## src/bpcs_cfg.svh

```systemverilog
// timing and layout constants of the byte parallel config sequencer
`ifndef BPCS_CFG_SVH
`define BPCS_CFG_SVH

`define BPCS_CLK_NS 40
`define BPCS_DATA_W 8
`define BPCS_USER_BIT_LO 1
`define BPCS_STATUS_MIN_NS 10000
`define BPCS_STATUS_MAX_NS 500000
`define BPCS_REQ_TO_LOW_MAX_NS 800
`define BPCS_INIT_MIN_NS 55000
`define BPCS_INIT_MAX_NS 150000
`define BPCS_LOAD_CLK_MAX_PERIOD_NS 8
`define BPCS_CU_PERIODS 4
`define BPCS_USER_INIT_PERIODS 8532
`define BPCS_INIT_FALL_EDGES 2
`define BPCS_FIFO_DEPTH 16
`define BPCS_POR_CYCLES 2500
`define BPCS_LOAD_BYTES 1024

// least times round up to whole cycles
`define BPCS_STATUS_MIN_CYC \
    ((`BPCS_STATUS_MIN_NS + `BPCS_CLK_NS - 1) / `BPCS_CLK_NS)
`define BPCS_INIT_MIN_CYC \
    ((`BPCS_INIT_MIN_NS + `BPCS_CLK_NS - 1) / `BPCS_CLK_NS)
`define BPCS_CU_NS (`BPCS_CU_PERIODS * `BPCS_LOAD_CLK_MAX_PERIOD_NS)
`define BPCS_CU_CYC ((`BPCS_CU_NS + `BPCS_CLK_NS - 1) / `BPCS_CLK_NS)

`endif

```

## src/bpcs_pkg.sv

```systemverilog
// types of the byte parallel config sequencer
package bpcs_pkg;

    typedef struct packed {
        logic [7:0] data;
        logic last;
    } bpcs_byte_t;

    typedef enum logic [2:0] {
        ST_POR,
        ST_STATUS_LOW,
        ST_LOAD,
        ST_DONE_WAIT,
        ST_CU_WAIT,
        ST_INIT,
        ST_USER,
        ST_ERROR
    } bpcs_state_t;

endpackage

```

## src/bpcs_fifo.sv

```systemverilog
// small fifo with registered read data
`timescale 1ns/1ps
module bpcs_fifo #(
    parameter int WIDTH = 9,
    parameter int DEPTH = 16
) (
    // clock and reset
    input wire logic clock,
    input wire logic rst_n,
    input wire logic flush,
    // fill side
    input wire logic [WIDTH-1:0] in_data,
    input wire logic in_valid,
    output logic in_ready,
    // drain side
    output logic [WIDTH-1:0] out_data,
    output logic out_valid,
    input wire logic out_ready
);
    localparam int AW = $clog2(DEPTH);

    if (DEPTH < 2 || (1 << AW) != DEPTH) begin : g_bad_depth
        $error("fifo depth must be a power of two of at least 2");
    end

    logic [WIDTH-1:0] mem_q [DEPTH];
    logic [AW-1:0] wp_q;
    logic [AW-1:0] rp_q;
    logic [AW:0] cnt_q;
    logic [WIDTH-1:0] out_q;
    logic out_v_q;

    wire logic push = in_valid && in_ready;
    wire logic load_out = (cnt_q != '0) && (!out_v_q || out_ready);
    wire logic [AW:0] cnt_d = cnt_q + (AW+1)'(push) - (AW+1)'(load_out);

    assign in_ready = (cnt_q != (AW+1)'(DEPTH));
    assign out_data = out_q;
    assign out_valid = out_v_q;

    always_ff @(posedge clock) begin
        if (push) begin
            mem_q[wp_q] <= in_data;
        end
    end

    always_ff @(posedge clock or negedge rst_n) begin
        if (!rst_n) begin
            wp_q <= '0;
            rp_q <= '0;
            cnt_q <= '0;
            out_v_q <= 1'b0;
            out_q <= '0;
        end else if (flush) begin
            wp_q <= '0;
            rp_q <= '0;
            cnt_q <= '0;
            out_v_q <= 1'b0;
        end else begin
            wp_q <= wp_q + AW'(push);
            rp_q <= rp_q + AW'(load_out);
            cnt_q <= cnt_d;
            if (load_out) begin
                out_q <= mem_q[rp_q];
                out_v_q <= 1'b1;
            end else if (out_ready) begin
                out_v_q <= 1'b0;
            end
        end
    end
endmodule // bpcs_fifo

```

## src/bpcs_loader.sv

```systemverilog
// byte parallel passive configuration load sequencer
`timescale 1ns/1ps
`include "bpcs_cfg.svh"

////////////////////////////////////////////////////////////////////////////
// Operation
// - request low starts fresh reconfiguration
// - completion low within 800 ns
// - status low within 800 ns
// - status low 10 us to 500 us
// - status released within 500 us
// - status low through power-on delay
// - completion low until all data taken
// - internal init 55 to 150 us
// - user clock enabled four periods later
// - user init lasts 8532 user clocks
// - data bits 7..1 become user pins
// - one byte per rising clock edge
module bpcs_loader
    import bpcs_pkg::*;
#(
    parameter int POR_CYCLES = `BPCS_POR_CYCLES,
    parameter int LOAD_BYTES = `BPCS_LOAD_BYTES,
    parameter int FIFO_DEPTH = `BPCS_FIFO_DEPTH
) (
    // clock and reset
    input wire logic clock,
    input wire logic rst_n,
    // host pins
    input wire logic config_request_n,
    input wire logic load_clock,
    input wire logic [7:0] load_data,
    input wire logic user_init_clock,
    input wire logic user_clock_option,
    // open drain status and completion
    input wire logic load_status_n_in,
    output logic load_status_n_out,
    output logic load_status_n_oe,
    input wire logic load_complete_in,
    output logic load_complete_out,
    output logic load_complete_oe,
    // configuration byte stream to the core
    output bpcs_byte_t cfg_byte,
    output logic cfg_valid,
    input wire logic cfg_ready,
    input wire logic cfg_error,
    // mode
    output logic user_mode,
    output logic [6:0] user_pin_en
);
    localparam int NS = 13;
    localparam int CW = 16;
    localparam int BW = 32;

    if (POR_CYCLES < 1 || POR_CYCLES >= (1 << CW)) begin : g_bad_por
        $error("POR_CYCLES out of range");
    end
    if (LOAD_BYTES < 1) begin : g_bad_bytes
        $error("LOAD_BYTES must be positive");
    end

    ////////////////////////////////////////////////////////////////////////
    // input synchronisers

    wire logic [NS-1:0] raw_in = {config_request_n, load_clock,
        user_init_clock, user_clock_option, load_status_n_in,
        load_data};
    // idle levels: request and status high, rest low
    localparam logic [NS-1:0] SYNC_IDLE = 13'h1100;
    logic [NS-1:0] s1_q;
    logic [NS-1:0] s2_q;

    genvar gi;
    generate
        for (gi = 0; gi < NS; gi++) begin : g_sync
            always_ff @(posedge clock or negedge rst_n) begin
                if (!rst_n) begin
                    s1_q[gi] <= SYNC_IDLE[gi];
                    s2_q[gi] <= SYNC_IDLE[gi];
                end else begin
                    s1_q[gi] <= raw_in[gi];
                    s2_q[gi] <= s1_q[gi];
                end
            end
        end
    endgenerate

    wire logic req_n_s = s2_q[12];
    wire logic lclk_s = s2_q[11];
    wire logic uclk_s = s2_q[10];
    wire logic uopt_s = s2_q[9];
    wire logic status_s = s2_q[8];
    wire logic [7:0] data_s = s2_q[7:0];

    logic lclk_p_q;
    logic uclk_p_q;
    wire logic lclk_rise = lclk_s && !lclk_p_q;
    wire logic lclk_fall = !lclk_s && lclk_p_q;
    wire logic uclk_rise = uclk_s && !uclk_p_q;

    ////////////////////////////////////////////////////////////////////////
    // sequencer state

    bpcs_state_t st_q;
    bpcs_state_t st_d;
    logic [CW-1:0] cnt_q;
    logic [CW-1:0] cnt_d;
    logic [BW-1:0] bytes_q;
    logic [BW-1:0] bytes_d;
    logic status_oe_q;
    logic complete_oe_q;
    logic user_mode_q;
    logic [6:0] pin_en_q;

    wire logic fifo_ready;
    wire logic in_load = (st_q == ST_LOAD);
    wire logic last_byte = (bytes_q == BW'(LOAD_BYTES - 1));
    wire logic take_byte = in_load && lclk_rise && !status_oe_q;
    wire logic overrun = take_byte && !fifo_ready;
    wire logic load_fault = in_load && (cfg_error || overrun);
    wire logic status_min_done = (cnt_q >= CW'(`BPCS_STATUS_MIN_CYC));
    wire logic init_done = (cnt_q >= CW'(`BPCS_INIT_MIN_CYC));
    wire logic cu_done = (cnt_q >= CW'(`BPCS_CU_CYC));
    wire logic uinit_done = (cnt_q >= CW'(`BPCS_USER_INIT_PERIODS));
    wire logic por_done = (cnt_q >= CW'(POR_CYCLES - 1));

    wire bpcs_byte_t fifo_in = '{data: data_s, last: last_byte};

    always_comb begin
        st_d = st_q;
        cnt_d = cnt_q + CW'(1);
        bytes_d = bytes_q;
        unique case (st_q)
            // power-on hold
            ST_POR: begin
                if (por_done) begin
                    st_d = ST_STATUS_LOW;
                    cnt_d = '0;
                end
            end
            // status pulse timing
            ST_STATUS_LOW: begin
                bytes_d = '0;
                if (!req_n_s) begin
                    cnt_d = '0;
                end else if (status_min_done) begin
                    st_d = ST_LOAD;
                    cnt_d = '0;
                end
            end
            ST_LOAD: begin
                cnt_d = cnt_q;
                if (take_byte) begin
                    bytes_d = bytes_q + BW'(1);
                    if (last_byte) begin
                        st_d = ST_DONE_WAIT;
                        cnt_d = '0;
                    end
                end
            end
            // count falling load clock edges
            ST_DONE_WAIT: begin
                cnt_d = cnt_q + CW'(lclk_fall);
                if (cnt_q == CW'(`BPCS_INIT_FALL_EDGES)) begin
                    st_d = uopt_s ? ST_CU_WAIT : ST_INIT;
                    cnt_d = '0;
                end
            end
            ST_CU_WAIT: begin
                if (cu_done) begin
                    st_d = ST_INIT;
                    cnt_d = '0;
                end
            end
            ST_INIT: begin
                if (uopt_s) begin
                    cnt_d = cnt_q + CW'(uclk_rise);
                end
                if (uopt_s ? uinit_done : init_done) begin
                    st_d = ST_USER;
                end
            end
            ST_USER: begin
                cnt_d = cnt_q;
            end
            ST_ERROR: begin
                cnt_d = '0;
            end
        endcase
        if (load_fault) begin
            st_d = ST_ERROR;
        end
        if (!req_n_s && st_q != ST_POR) begin
            st_d = ST_STATUS_LOW;
            if (st_q != ST_STATUS_LOW) begin
                cnt_d = '0;
            end
        end
    end

    always_ff @(posedge clock or negedge rst_n) begin
        if (!rst_n) begin
            st_q <= ST_POR;
            cnt_q <= '0;
            bytes_q <= '0;
            lclk_p_q <= 1'b0;
            uclk_p_q <= 1'b0;
        end else begin
            st_q <= st_d;
            cnt_q <= cnt_d;
            bytes_q <= bytes_d;
            lclk_p_q <= lclk_s;
            uclk_p_q <= uclk_s;
        end
    end

    ////////////////////////////////////////////////////////////////////////
    // pin drivers

    wire logic status_drv = (st_d == ST_POR) || (st_d == ST_STATUS_LOW)
        || (st_d == ST_ERROR);
    wire logic complete_drv = (st_d == ST_POR) || (st_d == ST_STATUS_LOW)
        || (st_d == ST_LOAD) || (st_d == ST_ERROR);

    always_ff @(posedge clock or negedge rst_n) begin
        if (!rst_n) begin
            status_oe_q <= 1'b1;
            complete_oe_q <= 1'b1;
            user_mode_q <= 1'b0;
            pin_en_q <= '0;
        end else begin
            status_oe_q <= status_drv;
            complete_oe_q <= complete_drv;
            user_mode_q <= (st_d == ST_USER);
            pin_en_q <= {7{st_d == ST_USER}};
        end
    end

    assign load_status_n_out = 1'b0;
    assign load_status_n_oe = status_oe_q;
    assign load_complete_out = 1'b0;
    assign load_complete_oe = complete_oe_q;
    assign user_mode = user_mode_q;
    assign user_pin_en = pin_en_q;

    ////////////////////////////////////////////////////////////////////////
    // byte buffer

    bpcs_fifo #(
        .WIDTH($bits(bpcs_byte_t)),
        .DEPTH(FIFO_DEPTH)
    ) u_fifo (
        .clock(clock),
        .rst_n(rst_n),
        .flush(st_q == ST_STATUS_LOW),
        .in_data(fifo_in),
        .in_valid(take_byte),
        .in_ready(fifo_ready),
        .out_data(cfg_byte),
        .out_valid(cfg_valid),
        .out_ready(cfg_ready)
    );
endmodule // bpcs_loader

```

## config.mk

```make
export PLATFORM = sky130hd
export DESIGN_NAME = bpcs_loader
export DESIGN_NICKNAME = d
export VERILOG_FILES = /design/src/bpcs_pkg.sv /design/src/bpcs_fifo.sv /design/src/bpcs_loader.sv
export VERILOG_INCLUDE_DIRS = /design/src
export SDC_FILE = /design/constraint.sdc
export NUM_CORES = 1
export LEC_CHECK = 0
export ABC_AREA = 1
export BUFFER_PORTS_ARGS = -buffer_cell sky130_fd_sc_hd__buf_2
export CAP_MARGIN = 5
export CORE_ASPECT_RATIO = 1.1
export CORE_MARGIN = 1.5
export CORE_UTILIZATION = 30
export DETAILED_ROUTE_END_ITERATION = 7
export PLACE_DENSITY = 0.53
export REMOVE_ABC_BUFFERS = 1
export SETUP_SLACK_MARGIN = 0.2
export SYNTH_ARGS = -nofsm -noshare
export SYNTH_HDL_FRONTEND = slang
export SYNTH_SLANG_ARGS = --single-unit
```

## constraint.sdc

```tcl
create_clock -name clock -period 6.65 [get_ports clock]
set_input_delay 1.33 -clock clock [delete_from_list [all_inputs] [get_ports clock]]
set_output_delay 1.33 -clock clock [all_outputs]
set_load 0.005 [all_outputs]
```

# After elaboration in Yosys (flattened, before gate mapping)

Memories as Yosys holds them, arrays and structs flattened. A register that Yosys moved wholly into a read port is not among the register bits.
Cells that the tools add are included.

$add $sub $neg: 8
Magnitude comparators: 5
Eq/ne operators: 16
Multiplexer cells: 34
Bitwise logic cells: 1
Reduce and logical (&&, ||, !) cells: 32

Operators by type and width:

| operator                                               | number |
|---|---|
| two-way mux 16 bit                                     | 10 |
| case mux 16 bit (8 select lines)                       | 1 |
| case mux 32 bit (2 select lines)                       | 1 |
| adder 16 x 1 -> 16 bit                                 | 2 |
| adder 32 x 1 -> 32 bit (second input constant)         | 1 |
| equality test 32 x 10 -> 1 bit (second input constant) | 1 |
| two-way mux 32 bit                                     | 1 |
| two-way mux 3 bit                                      | 10 |
| equality test 3 bit (second input constant)            | 6 |
| case mux 3 bit (6 select lines)                        | 1 |
| adder 16 x 1 -> 16 bit (second input constant)         | 1 |
| equality test 16 x 2 -> 1 bit (second input constant)  | 1 |
| >= comparator 16 x 1 -> 1 bit (second input constant)  | 1 |
| >= comparator 16 x 11 -> 1 bit (second input constant) | 1 |
| >= comparator 16 x 12 -> 1 bit (second input constant) | 1 |
| >= comparator 16 x 14 -> 1 bit (second input constant) | 1 |
| >= comparator 16 x 8 -> 1 bit (second input constant)  | 1 |
| logical AND 1 bit                                      | 10 |
| equality test 3 x 2 -> 1 bit (second input constant)   | 3 |
| adder 4 x 1 -> 4 bit                                   | 2 |
| logical NOT 1 bit                                      | 8 |
| two-way mux 4 bit                                      | 2 |
| two-way mux 1 bit                                      | 7 |
| equality test 3 x 1 -> 1 bit (second input constant)   | 2 |
| 13 further kinds                                       | 21 |

Bits in registers: 95
Memory bits (writable): 144
Input port bits: 18
Output and inout port bits: 22
Logic and storage cells: 134
Memories: 1

Memory list:

| name         | words | width | rd ports | clocked after memory_dff | wr ports | line            | source |
|---|---|---|---|---|---|---|---|
| u_fifo.mem_q | 16    | 9     | 1        | 1                        | 1        | bpcs_fifo.sv:26 | `logic [WIDTH-1:0] mem_q [DEPTH];` |

# Logic depth before layout (Yosys ltp)

Depth after elaboration: 13
Gate-level depth with buffers: 17
Mapped depth without buffers: 16

# By module

A second synthesis with hierarchy kept.

Cell total of the unflattened synthesis: 1528
Area total of the unflattened synthesis: 12894.9 um2

Modules (own cells, without submodules):

| module      | times used | cells an instance | area an instance (um2) | seq. area each (um2) |
|---|---|---|---|---|
| bpcs_fifo   | 1          | 726               | 7408.4                 | 4899.7 |
| bpcs_loader | 1          | 802               | 5486.5                 | 2006.9 |

# Worst setup path before layout

No wires, ideal clock.

Path type: input to register
Start point: input port cfg_ready
End point: register u_fifo.cnt_q[4]
Setup time: 0.134 ns
Data arrival time: 3.085 ns
Required time: 6.516 ns
Slack: 3.430 ns
Stages on the path: 14
Buffers on the path: 1
Cells stage by stage: inv_1 nand2_1 nand2_1 clkbuf_1 inv_1 ha_1 inv_1 ha_1 fa_1 nand2_1 a21oi_1 nor2_1 xor2_1 nor2_1

Cells in the longest elaborated chain, start to end: 4

Ends and longest elaborated chain:

| item                      | line              | source |
|---|---|---|
| start, declared           | bpcs_loader.sv:45 | `input wire logic cfg_ready,` |
| logical OR 1 bit          | bpcs_fifo.sv:34   | `wire logic load_out = (cnt_q != '0) && (!out_v_q \|\| out_ready);` |
| logical AND 1 bit         | bpcs_fifo.sv:34   |  |
| subtractor 5 x 1 -> 5 bit | bpcs_fifo.sv:35   | `wire logic [AW:0] cnt_d = cnt_q + (AW+1)'(push) - (AW+1)'(load_out);` |
| two-way mux 5 bit         | bpcs_fifo.sv:54   | `end else if (flush) begin` |
| end signal, assigned      | bpcs_fifo.sv:62   | `cnt_q <= cnt_d;` |
| end, declared             | bpcs_fifo.sv:29   | `logic [AW:0] cnt_q;` |

No other way between the ends.
A chain may end at the register's enable or synchronous reset.

# Worst setup path in the final report

Start point: register st_q[1]
End point: memory u_fifo.mem_q[7][1], enable pin

Cells in the longest elaborated chain, start to end: 6

Ends and longest elaborated chain:

| item                                    | line               | source |
|---|---|---|
| start, declared                         | bpcs_loader.sv:104 | `bpcs_state_t st_q;` |
| start signal, assigned                  | bpcs_loader.sv:209 | `st_q <= st_d;` |
| equality test 3 x 2 -> 1 bit            | bpcs_loader.sv:116 | `wire logic in_load = (st_q == ST_LOAD);` |
| logical AND 1 bit (2 in series)         | bpcs_loader.sv:118 | `wire logic take_byte = in_load && lclk_rise && !status_oe_q;` |
| logical AND 1 bit                       | bpcs_fifo.sv:33    | `wire logic push = in_valid && in_ready;` |
| two-way mux 1 bit                       | bpcs_fifo.sv:42    | `if (push) begin` |
| two-way mux 1 bit (not written as such) | bpcs_fifo.sv:43    | `mem_q[wp_q] <= in_data;` |
| end, declared                           | bpcs_fifo.sv:26    |  |

No other way between the ends.

==> qor.csv <==
stage;metric;value;unit
status;status;finished clean;
clocking;Clk pin slew, worst setup/hold paths;0.06;ns
worst_hold_path;hold crit path type;reg -> reg;
finish;Reg area;6909;um^2
finish;Finished Layout Cells;1918;
place;Post-DP Area;13020;um^2
floorplanning;full die area;42570;um^2
clocking;H-tree levels;1;
logic_synthesis;most frequent cells after synthesis;nand2_1, nor2_1, edfxtp_1;
logic_synthesis;cell taking the most area after synthesis;edfxtp_1;
floorplanning;die width;196.9;um
finish;P&R area growth vs syn;12.55;%
power_and_ir_drop;VDD IR max;0.1952;mV
place;port buffer count;35;
floorplanning;Row Count;77;
floorplanning;Ports;40;
sta;Worst Tran Pin Value;1.176;ns
sta;final count of pins violating max slew;0;
finish;final instance area;13960;um^2
clocking;CTS tree;done;
finish;Multi-input gate area;4686;um^2
clocking;PostCTS Resize Cnt;0;
global_routing;vias in the first global route;9076;
clocking;Num CTS Buffers;28;
power_and_ir_drop;P_leak;5.503;nW
power_and_ir_drop;Design Power;3.236;mW
detailed_routing;initial DRC count;643;
finish;layout cells sized above 1;8.761;%
logic_synthesis;top post-synthesis cells by area;edfxtp_1, dfrtp_1, nand2_1;
worst_hold_path;hold_sp;s1_q[11];
critical_path;Critical-path top delay cell;nor2_1;
finish;Final Util;34.49;%
place;Setup WS pre-CTS;3.009;ns
detailed_routing;DRC;0;
clocking;Worst-Skew Late Latency;0.57;ns
global_routing;GRT Total Usage;15.00;%
global_routing;first-pass GRT wire length;50.46;mm
sta;setup ws final;3.428;ns
critical_path;Req. time, crit path;6.82;ns
critical_path;Worst setup EP type;flop;
sta;f_max;310.3;MHz
floorplanning;die height;216.2;um
logic_synthesis;Post-synth EDFFs;144;
clocking;CTS sink count;247;
sta;crit path time final;3.222;ns
critical_path;CP max FO;9;
critical_path;crit-path max cell delay;0.92;ns
global_routing;total grt overflow;0;
clocking;Longest Clk Path Bufs;3;
detailed_routing;post-DR vias/cell;4.921;
detailed_routing;DR pass1 iterations;5;
detailed_routing;post-DR wirelength/cell;16.43;um
sta;post-route setup TNS;0;ns
logic_synthesis;ys async rst share;41.70;%
logic_synthesis;synthesized cell area;12400;um^2
sta;final hold viol count;0;
logic_synthesis;Synth Warn #;0;
sta;worst hold slack;0.3458;ns
clocking;post-CTS setup buffers;0;
place;Final Wtd Congestion;0.9188;
critical_path;Critical Path AT;3.39;ns
logic_synthesis;Syn Inst Count;1365;
sta;Max-slew headroom;21.31;%
place;Post-DP HPWL;21.09;mm
detailed_routing;DR vias;9439;
logic_synthesis;post-synthesis sequential area ratio;55.70;%
finish;final net count;1421;
critical_path;Critical Path Start;st_q[1];
place;placed insts;1865;
logic_synthesis;flip-flop and latch count after synthesis;247;
critical_path;worst path cell trace;inv_2 -> nor2_4 -> nand2_4 -> nor2_4 -> inv_1 -> nor2_1 -> nand3_1 -> nor2_1;
logic_synthesis;top cell type's share of synthesized area;34.87;%
power_and_ir_drop;pwr dens;231.9;nW/um^2
global_routing;initial antenna violation count;0;
sta;RSZ-0062 raised after global routing;no;
critical_path;R2R setup slack;3.43;ns
clocking;CTS Hold Bufs;0;
critical_path;r2r startpoint;st_q[1];
floorplanning;Initial Util;30.65;%
detailed_routing;Final ANT Viol Nets;0;
logic_synthesis;ys flop type;edfxtp_1;
logic_synthesis;most frequent cell after synthesis;nand2_1;
sta;Layout Skew;0.01707;ns
critical_path;kind of critical path;reg -> reg;
critical_path;Worst Setup Start Kind;flop;
floorplanning;core footprint;40460;um^2
finish;FILL cells;4189;
logic_synthesis;Syn Area/Cell;9.085;um^2
flow_run;MaxCap Viol Count;0;
clocking;CTS Root Cell;clkbuf_16;
detailed_routing;final WL;31.50;mm
logic_synthesis;post-synthesis cell type count;44;
global_routing;largest net degree at the start of global routing;75;
sta;setup violators final;0;
sta;fin crit share;48.46;%
-- cell families after synthesis --
group / Yosys count / synth area share (%)
and+or+nand+nor: 632 / 22.40
DFF: 247 / 55.70
AOI/OAI and AO/OA: 224 / 10.22
buffers and inverters: 203 / 6.639
muxes: 22 / 1.776
adders and majority gates: 21 / 2.179
xor gates and xnor gates: 15 / 1.059
other: 1 / 0.03024
-- state kept, by name, indices dropped and copies added, names as in the netlist, 3 cells and up --
name             flops
u_fifo.mem_q       144
bytes_q             32
cnt_q               16
s1_q                12
u_fifo.out_data      9
data_s               8
u_fifo.cnt_q         5
u_fifo.rp_q          4
u_fifo.wp_q          4
st_q                 3
-- worst max-delay path: cells and delay by family, from the launching register on --
family,cells,cell delay (ns)
flops,1,0.54
simple gates,6,2.08
buf+inv,2,0.20
-- final cells by class --
class	count	area share [%]
clock inverter	14	1.147
inverter	146	3.927
sequential	247	49.50
tap	513	4.599
antenna	1	0.01793
multi-input combinational	916	33.57
timing repair buffer	43	1.703
clock buffer	38	5.531
-- per-layer routing --
| layer | track usage (%) | vias up | wire (um) |
|---|---|---|---|
| met5 | 0 | - | 0 |
| met4 | 5.827 | 0 | 1023 |
| met3 | 2.521 | 65 | 1711 |
| met2 | 24.13 | 248 | 14650 |
| met1 | 20.15 | 4463 | 14120 |
| li1 | - | 4663 | - |
-- final timing paths --
check / endpoint / cells after the start
setup / recovery: u_fifo.mem_q[7][1] / 8
max in group asynchronous: u_fifo.rp_q[1] / 2
min in group asynchronous: bytes_q[30] / 1
hold / removal: lclk_s / 0
hold reg to reg: lclk_s / 0
setup reg to reg: u_fifo.mem_q[7][1] / 8
-- cell usage in the layout, fill, tap and decap left out, types with 3 or more instances in the layout --
cell and n:
buf_4 9, o21ai_0 116, nor2_4 6, nand3b_1 5
clkbuf_8 3, nand4_1 25, inv_1 140, nor3_4 3
o22ai_1 15, clkinv_2 3, nor2_2 5, o221ai_1 8
dfstp_2 4, edfxtp_1 144, mux2i_1 22, nor2_1 199
clkbuf_1 6, nor3_2 4, dfrtp_1 97, xor2_1 11
clkinv_1 4, o211ai_1 35, clkinvlp_4 4, nand2_1 247
buf_2 34, nor4_1 4, xnor2_1 4, a21oi_1 43
clkbuf_16 28, inv_2 4, nor3_1 31, ha_1 20
or2_2 3, nand3_1 92
-- power breakdown --
| part | leakage [nW] | switching [mW] | internal (mW) |
|---|---|---|---|
| combinational | 2.44 | 0.0309 | 0.0120 |
| sequential | 2.62 | 0.0188 | 1.63 |
| clock | 0.443 | 0.642 | 0.899 |
| total | 5.50 | 0.692 | 2.54 |
Power figures use the tool's default switching activity.
